[config.mk]
export PLATFORM = sky130hd
export DESIGN_NAME = usb_host_pipe_status
export DESIGN_NICKNAME = d
export VERILOG_FILES = /design/src/bank_tracker.v /design/src/usb_host_pipe_status.v
export VERILOG_INCLUDE_DIRS = /design/src /design/src/src
export SDC_FILE = /design/constraint.sdc
export NUM_CORES = 1
export LEC_CHECK = 0
export BUFFER_PORTS_ARGS = -buffer_cell sky130_fd_sc_hd__buf_2
export CAP_MARGIN = 20
export CORE_UTILIZATION = 55
export CTS_BUF_LIST = sky130_fd_sc_hd__clkbuf_2 sky130_fd_sc_hd__clkbuf_4 sky130_fd_sc_hd__clkbuf_8
export CTS_CLUSTER_SIZE = 16
export DETAILED_ROUTE_END_ITERATION = 12
export PLACE_DENSITY = 0.79
export SYNTH_ARGS = -nofsm -noshare
export SYNTH_HDL_FRONTEND = slang
export SYNTH_SLANG_ARGS = --single-unit
[constraint.sdc]
create_clock -name pclk -period 2.45 [get_ports pclk]
set_clock_uncertainty 0.05 [all_clocks]
set_input_delay 0.1225 -clock pclk [delete_from_list [all_inputs] [get_ports pclk]]
set_output_delay 0.1225 -clock pclk [all_outputs]
set_load 0.1 [all_outputs]
[src/pipe_status_defines.vh]
// constants for the per-pipe status block of the usb host controller
`ifndef PIPE_STATUS_DEFINES_VH
`define PIPE_STATUS_DEFINES_VH

`define NUM_PIPES        7
`define STATUS_BASE      12'h530
`define CLEAR_BASE       12'h560
`define PIPE_STRIDE      12'h004
`define STATUS_RESET     32'h00000000

`define BIT_IN_STORED    0
`define BIT_OUT_FREE     1
`define BIT_SETUP_LATE   2
`define BIT_FAULT        3
`define BIT_NAK          4
`define BIT_OVERFLOW     5
`define BIT_STALL_CRC    6
`define BIT_SHORT        7
`define POS_TOGGLE       8
`define POS_OCCUPIED     12
`define POS_BANK         14
`define BIT_ACCESS       16

`define TYPE_CONTROL     2'h0
`define TYPE_ISO         2'h1
`define TYPE_BULK        2'h2
`define TYPE_INTERRUPT   2'h3

`define TOKEN_SETUP      2'h0
`define TOKEN_IN         2'h1
`define TOKEN_OUT        2'h2

`define TOGGLE_DATA0     2'h0
`define TOGGLE_DATA1     2'h1

`endif

[src/bank_tracker.v]
// bank occupancy and bank pointers of one pipe
`timescale 1ns/1ps
module bank_tracker (
	input  wire       pclk,       // bus clock
	input  wire       presetn,    // async reset, low
	input  wire       clear,      // pipe reset, level
	input  wire [1:0] banks_code, // 0..2 = 1..3 banks
	input  wire       fill,       // a bank became busy
	input  wire       drain,      // a busy bank was freed
	output reg  [1:0] occ_q,      // busy bank count
	output reg  [1:0] wr_q,       // bank being filled
	output reg  [1:0] rd_q,       // bank being drained
	output wire       full        // every bank busy
);
	reg  [1:0] occ_d;
	wire       do_fill;
	wire       do_drain;

	function [1:0] step;
		input [1:0] idx;
		input [1:0] last;
		begin
			step = (idx >= last) ? 2'h0 : idx + 2'h1;
		end
	endfunction

	assign full     = (occ_q > banks_code);
	// a fill with no room or a drain with nothing busy is dropped, count wraps only when banks_code is 3
	assign do_fill  = fill & ~full;
	assign do_drain = drain & (occ_q != 2'h0);

	always @* begin
		occ_d = occ_q;
		if (do_fill & ~do_drain) begin
			occ_d = occ_q + 2'h1;
		end else if (do_drain & ~do_fill) begin
			occ_d = occ_q - 2'h1;
		end
	end

	always @(posedge pclk or negedge presetn) begin
		if (!presetn) begin
			occ_q <= 2'h0;
			wr_q  <= 2'h0;
			rd_q  <= 2'h0;
		end else if (clear) begin
			occ_q <= 2'h0;
			wr_q  <= 2'h0;
			rd_q  <= 2'h0;
		end else begin
			occ_q <= occ_d;
			if (do_fill) begin
				wr_q <= step(wr_q, banks_code);
			end
			if (do_drain) begin
				rd_q <= step(rd_q, banks_code);
			end
		end
	end
endmodule // bank_tracker

[src/usb_host_pipe_status.v]
// per-pipe status, event flags and write-one-to-clear register with apb access
`timescale 1ns/1ps
`include "pipe_status_defines.vh"
module usb_host_pipe_status (
	input  wire        pclk,              // bus clock, 25 MHz
	input  wire        presetn,           // async reset, low
	input  wire        psel,              // apb select
	input  wire        penable,           // apb access phase
	input  wire        pwrite,            // apb write
	input  wire [11:0] paddr,             // apb byte address
	input  wire [31:0] pwdata,            // apb write data
	output reg  [31:0] prdata,            // apb read data
	output wire        pready,            // apb ready
	output wire        pslverr,           // apb error, unmapped or wrong direction
	input  wire [13:0] pipe_type,         // 2 bits per pipe
	input  wire [13:0] pipe_token,        // 2 bits per pipe
	input  wire [13:0] pipe_banks,        // 2 bits per pipe, banks-1
	input  wire [6:0]  pipe_reset,        // clears pipe state, level
	input  wire [6:0]  toggle_reset,      // out toggle to data0
	input  wire [55:0] irq_enable,        // 8 per pipe, flag layout
	input  wire [6:0]  occupied_count_irq_enable, // busy bank irq enable
	input  wire [6:0]  pipe_fault_source, // any error source set
	input  wire [6:0]  usb_bank_done,     // bus side bank done, pulse
	input  wire [6:0]  usb_rx_pid,        // pid of stored in packet
	input  wire [6:0]  user_bank_release, // software side bank done
	input  wire [6:0]  cur_bank_full,     // current bank byte full
	input  wire [6:0]  cur_bank_empty,    // current bank byte empty
	input  wire [6:0]  usb_packet_due,    // transaction slot, pulse
	input  wire [6:0]  ev_short_pkt,      // short packet received
	input  wire [6:0]  ev_stall,          // stall handshake
	input  wire [6:0]  ev_crc_err,        // crc error
	input  wire [6:0]  ev_overflow,       // too much data
	input  wire [6:0]  ev_nak,            // nak handshake
	input  wire [6:0]  ev_pipe_fault,     // pipe error
	output wire [6:0]  per_pipe_interrupt, // registered, level
	output wire [6:0]  freeze_req,        // registered pulse
	output wire [6:0]  send_zlp,          // registered pulse
	output wire [6:0]  drop_packet,       // registered pulse
	output wire [6:0]  ack_dropped,       // registered pulse
	output wire [6:0]  tx_toggle          // pid of next out packet
);
	// address decode: {hit, pipe index}
	function [3:0] decode;
		input [11:0] addr;
		input [11:0] base;
		reg   [11:0] off;
		begin
			off = addr - base;
			if (addr >= base && off < 12'h01C && off[1:0] == 2'h0) begin
				decode = {1'b1, off[4:2]};
			end else begin
				decode = 4'h0;
			end
		end
	endfunction

	wire [3:0]   sta_dec;
	wire [3:0]   clr_dec;
	wire         setup_ph;
	wire         wr_acc;
	wire [118:0] status_flat;
	reg  [31:0]  rd_word;

	assign sta_dec  = decode(paddr, `STATUS_BASE);
	assign clr_dec  = decode(paddr, `CLEAR_BASE);
	assign setup_ph = psel & ~penable;
	assign wr_acc   = psel & penable & pwrite & clr_dec[3];
	// zero wait states: read data is caught in the setup cycle
	assign pready   = 1'b1;
	assign pslverr  = psel & penable & ~(sta_dec[3] & ~pwrite) & ~(clr_dec[3] & pwrite);

	always @* begin
		rd_word = 32'h00000000;
		if (sta_dec[3] && !pwrite) begin
			rd_word[16:0] = status_flat[sta_dec[2:0]*17 +: 17];
		end
	end

	always @(posedge pclk or negedge presetn) begin
		if (!presetn) begin
			prdata <= `STATUS_RESET;
		end else if (setup_ph) begin
			prdata <= rd_word; // clear register always reads zero
		end
	end

	genvar i;
	generate
		for (i = 0; i < `NUM_PIPES; i = i + 1) begin : g_pipe
			wire [1:0] ty;
			wire [1:0] tk;
			wire [1:0] nb;
			wire       is_in;
			wire       is_iso;
			wire       is_int;
			wire       periodic;
			wire       fill;
			wire       drain;
			wire [1:0] occ;
			wire [1:0] wr_idx;
			wire [1:0] rd_idx;
			wire       full;
			wire [1:0] cur;
			wire       late;
			wire [7:0] set_v;
			wire [7:0] clr_v;
			wire [7:0] flag_d;
			wire       allowed;
			wire       busy_evt;
			wire [1:0] tog;
			reg  [7:0] flag_q;
			reg        tog_q;
			reg  [2:0] pid_q;
			reg  [1:0] bank_q;
			reg        irq_q;
			reg        freeze_q;
			reg        zlp_q;
			reg        drop_q;
			reg        ack_q;

			assign ty       = pipe_type[2*i +: 2];
			assign tk       = pipe_token[2*i +: 2];
			assign nb       = pipe_banks[2*i +: 2];
			assign is_in    = (tk == `TOKEN_IN);
			assign is_iso   = (ty == `TYPE_ISO);
			assign is_int   = (ty == `TYPE_INTERRUPT);
			assign periodic = is_iso | is_int;

			// software fills out banks and drains in banks; the bus does the opposite
			assign fill  = is_in ? usb_bank_done[i] : user_bank_release[i];
			assign drain = is_in ? user_bank_release[i] : usb_bank_done[i];

			bank_tracker u_banks (
				.pclk       (pclk),
				.presetn    (presetn),
				.clear      (pipe_reset[i]),
				.banks_code (nb),
				.fill       (fill),
				.drain      (drain),
				.occ_q      (occ),
				.wr_q       (wr_idx),
				.rd_q       (rd_idx),
				.full       (full)
			);

			// software-facing bank: the one it writes (out) or reads (in)
			assign cur = is_in ? rd_idx : wr_idx;

			// out: nothing filled in time; in: no free bank for the arriving packet
			assign late = usb_packet_due[i] & periodic &
				(is_in ? full : (occ == 2'h0));

			assign set_v[`BIT_IN_STORED]  = is_in & usb_bank_done[i];
			assign set_v[`BIT_OUT_FREE]   = (tk == `TOKEN_OUT) & usb_bank_done[i];
			assign set_v[`BIT_SETUP_LATE] = ((tk == `TOKEN_SETUP) & usb_bank_done[i]) | late;
			assign set_v[`BIT_FAULT]      = ev_pipe_fault[i];
			assign set_v[`BIT_NAK]        = ev_nak[i];
			assign set_v[`BIT_OVERFLOW]   = ev_overflow[i];
			assign set_v[`BIT_STALL_CRC]  = is_iso ? ev_crc_err[i] : ev_stall[i];
			assign set_v[`BIT_SHORT]      = ev_short_pkt[i];

			// the fault flag has no clear bit; it follows its error sources
			assign clr_v = (wr_acc && clr_dec[2:0] == i) ? (pwdata[7:0] & 8'hF7) : 8'h00;

			// a new event in the clearing cycle wins over the clear
			assign flag_d = set_v | (flag_q & ~clr_v & 8'hF7) |
				({7'h00, flag_q[`BIT_FAULT] & pipe_fault_source[i]} << `BIT_FAULT);

			assign allowed = (is_in ? (occ != 2'h0) & ~cur_bank_empty[i]
				: ~full & ~cur_bank_full[i]) &
				~(flag_q[`BIT_STALL_CRC] & ~is_iso) & ~flag_q[`BIT_FAULT];

			assign busy_evt = occupied_count_irq_enable[i] &
				(is_in ? (occ == 2'h0) : full);

			assign tog = is_in ? {1'b0, pid_q[cur]} : {1'b0, tog_q};

			always @(posedge pclk or negedge presetn) begin
				if (!presetn) begin
					flag_q   <= 8'h00;
					tog_q    <= 1'b0;
					pid_q    <= 3'h0;
					bank_q   <= 2'h0;
					irq_q    <= 1'b0;
					freeze_q <= 1'b0;
					zlp_q    <= 1'b0;
					drop_q   <= 1'b0;
					ack_q    <= 1'b0;
				end else if (pipe_reset[i]) begin
					flag_q   <= 8'h00;
					bank_q   <= 2'h0;
					irq_q    <= 1'b0;
					freeze_q <= 1'b0;
					zlp_q    <= 1'b0;
					drop_q   <= 1'b0;
					ack_q    <= 1'b0;
				end else begin
					flag_q <= flag_d;
					// registered copy, so it trails access allowed by a cycle
					bank_q <= (ty == `TYPE_CONTROL) ? 2'h0 : cur;
					if (toggle_reset[i]) begin
						tog_q <= 1'b0;
					end else if (!is_in && usb_bank_done[i]) begin
						tog_q <= ~tog_q;
					end
					if (is_in && usb_bank_done[i] && !full) begin
						pid_q[wr_idx] <= usb_rx_pid[i];
					end
					irq_q    <= (|(flag_q & irq_enable[8*i +: 8])) | busy_evt;
					freeze_q <= ev_stall[i] & ~is_iso;
					zlp_q    <= late & ~is_in;
					drop_q   <= late & is_in;
					ack_q    <= late & is_in & is_int;
				end
			end

			assign status_flat[17*i +: 17] = {allowed, bank_q, occ, 2'h0,
				tog, flag_q};
			assign per_pipe_interrupt[i] = irq_q;
			assign freeze_req[i]  = freeze_q;
			assign send_zlp[i]    = zlp_q;
			assign drop_packet[i] = drop_q;
			assign ack_dropped[i] = ack_q;
			assign tx_toggle[i]   = tog_q;
		end
	endgenerate
endmodule // usb_host_pipe_status

==> impl_metrics.tcl <==
set metrics [dict create \
    syn_inst 1372 \
    start_util_pct 56.1 \
    core_sq_mm 0.0218 \
    cts_buffers 17 \
    post-synth-top-count-cell "dfrtp_1" \
    yosysTopAreaCell "dfrtp_1" \
    cts_tree "done" \
    synth_warnings 0 \
    whs_endpoint "g_pipe[5].flag_q[3]$_DFF_PN0_" \
    rr_endpoint "g_pipe[0].irq_q$_DFF_PN0_" \
    die_w_microns 151 \
    nNetsFinal 2117 \
    clk_path_buf_depth 2 \
    dieArea_sq_mm 0.0228 \
    port_buffers 290 \
    root_buffer "clkbuf_8" \
    h-tree-depth 4 \
    clock_latency_ns 0.48 \
    vias 12400 \
    synth_top_cell_area_share_pct 38.8 \
    overflow 0 \
    grt_start_max_net_pins 77 \
    drc 0 \
    wl_per_cell_microns 19.7 \
    place_inst 1896 \
    syn_to_final_growth_pct 29.3 \
    worstSetupEndpointType "flop" \
    gp_congestion 1.02 \
    vias_per_cell 5.95 \
    async_reset_ff_share_pct 100 \
    antenna_left 0 \
    synth_edf_count 0 \
    crit_required_ns 2.81 \
    grt_pass1_wl_microns 62800 \
    slew_violations 0 \
    period_share_pct 97.4 \
    clkSlewWorstSetupHoldPaths_ns 0.12 \
    setup_viol 0 \
    r2r-start "g_pipe[0].u_banks.occ_q[0]$_DFFE_PN0P_" \
    routed_wl_microns 41100 \
    vdd.ir_drop.worst_uv 343 \
    cts_setup_buffers 0 \
    grt.total_usage_pct 36.4 \
    maxSlewHeadroom_pct 42.9 \
    arrival_ns 2.74 \
    rrSetupSlack_ns 0.06 \
    ys_top_cells_by_area "dfrtp_1 (39%), ha_1 (6.9%), nand2_1 (4.9%)" \
    finalHoldViolations 0 \
    syn_area_per_cell_sq_um 8.89 \
    grt_antenna_before_repair 0 \
    synth_commonest_cells "dfrtp_1 (189), nand2_1 (159), nor2_1 (132)" \
    start_kind "flop" \
    r2r_cells 9 \
    instances_no_fill 2085 \
    first_pass_iters 7 \
    ys_ff_latch 189 \
    totalPowerFinal_mw 9.51 \
    status "complete, no violations" \
    first_iter_violations 1026 \
    yosys.cell_types.count 72 \
    leakagePower_nw 7.70 \
    ys_seq_area_share_pct 38.8 \
    maxCapViolCount 0 \
    worstHoldStart "pipe_reset[5]" \
    cp_max_fo 6 \
    worstMarginPinSlew_ns 0.853 \
    worstHoldPathType "primary input to flop" \
    postPlaceCellArea_sq_mm 0.0138 \
    drive_above_1_share_pct 23.5 \
    dpl.hpwl_microns 30700 \
    ios 335 \
    core.rowCount 54 \
    hold_depth 2 \
    synth_flop_cell "dfrtp_1" \
    syn_area_sq_mm 0.0122 \
    grt_pass1_vias 12000 \
    crit_type "flop to flop" \
    cts_sinks 189 \
    cellPowerDensity_mw_per_mm2 603 \
    fp.dieH_microns 151 \
    fin_area_sq_mm 0.0158 \
    min_period_ns 2.39 \
    fmax_mhz 419 \
]
state kept, by name, summed over array words and instances (netlist names), 14 cells and up:
name / count
g_pipe.bank_q: 14
prdata: 14
g_pipe.u_banks.rd_q: 14
g_pipe.pid_q: 21
g_pipe.u_banks.occ_q: 14
g_pipe.u_banks.wr_q: 14
g_pipe.flag_q: 56
kinds of logic after synthesis:
kind of cell | synth area share, %
DFF | 38.8
other | 0.0616
buffers and inverters | 7.59
adders and majority gates | 6.87
muxes | 5.63
AOI/OAI and AO/OA | 18.3
xor gates and xnor gates | 1.44
and+or+nand+nor | 21.3
worst max-delay path, cell delays in order, from the launching register on:
cell	delay, ns
dfrtp_1	0.48
inv_1	0.13
ha_1	0.20
nor2b_1	0.11
a2bb2oi_1	0.47
nand2_1	0.10
nand2_1	0.09
a21oi_1	0.06
dlygate4sd3_1	0.55
nor2_1	0.10
report_power, final:
part	total, mW	internal [mW]	leakage, nW	switching (mW)
Combinational	3.49	1.38	4.99	2.10
Clock	2.12	0.869	0.194	1.25
Sequential	3.90	3.49	2.52	0.410
worst max-delay path by stage:
stage                     slack, ns                              startpoint                                endpoint  depth (start not counted)
after global placement         0.05                                paddr[4]                   prdata[7]$_DFFE_PN0P_                         10
after CTS                      0.05  g_pipe[3].u_banks.occ_q[1]$_DFFE_PN0P_               g_pipe[3].ack_q$_DFF_PN0_                          7
final                          0.06  g_pipe[0].u_banks.occ_q[0]$_DFFE_PN0P_               g_pipe[0].irq_q$_DFF_PN0_                          9
after floorplan                0.15                                paddr[4]                  prdata[12]$_DFFE_PN0P_                         11
after detailed placement      -0.07                                paddr[4]                  prdata[14]$_DFFE_PN0P_                         10
after global routing        -0.0009  g_pipe[6].u_banks.occ_q[1]$_DFFE_PN0P_  g_pipe[6].u_banks.occ_q[1]$_DFFE_PN0P_                          7
routing by layer:
metal / share of wire [%] / wire length (microns) / GRT usage, %
met1: 40 / 16600 / 46.8
met4: 4.5 / 1860 / 17.8
met5: 0 / 0 / 0
met2: 47 / 19200 / 58.5
met3: 8.6 / 3540 / 7.17
area by class of cell:
| type | count | area (sq um) |
|---|---|---|
| timing repair buffer | 492 | 3400 |
| tap | 280 | 350 |
| clock buffer | 18 | 248 |
| inverter | 65 | 245 |
| clock inverter | 14 | 149 |
| sequential | 189 | 4730 |
| multi-input combinational | 1026 | 6650 |
| antenna | 1 | 2.50 |
| fill | 1676 | 5980 |
cells in the final DEF, fill, tap and decap left out, types with 16 or more instances in the layout:
| cell type | n |
|---|---|
| a211oi_1 | 18 |
| a21oi_1 | 109 |
| a22oi_1 | 33 |
| buf_2 | 289 |
| buf_4 | 43 |
| clkbuf_8 | 19 |
| conb_1 | 19 |
| dfrtp_1 | 189 |
| dlygate4sd3_1 | 156 |
| ha_1 | 67 |
| inv_1 | 64 |
| mux2_2 | 29 |
| mux2i_1 | 35 |
| nand2_1 | 159 |
| nand2b_1 | 35 |
| nand3_1 | 33 |
| nor2_1 | 131 |
| nor2b_1 | 31 |
| nor3_1 | 29 |
| nor3b_1 | 16 |
| o21ai_0 | 51 |
per-stage QoR:
step	utilization (%)	setup TNS, ns	worst slack (ns)	hold slack [ns]
2_1_floorplan	-	0	0.150	-0.223
3_3_place_gp	63.3	0	0.0482	0.152
3_5_place_dp	63.3	-0.391	-0.0695	0.152
4_1_cts	72.4	0	0.0527	0.000286
5_1_grt	72.5	-0.000882	-0.000882	0.0136
6_report	72.5	0	0.0631	0.0205
timing repair:
action                                  in CTS  in global routing
pin swaps                                    0                  1
endpoints found under the hold margin      205                  0
endpoints found under the setup margin       1                 12
hold buffers                               156                  0
gates resized for setup                      2                  6
No activity file was read; power rests on OpenSTA's default activity.
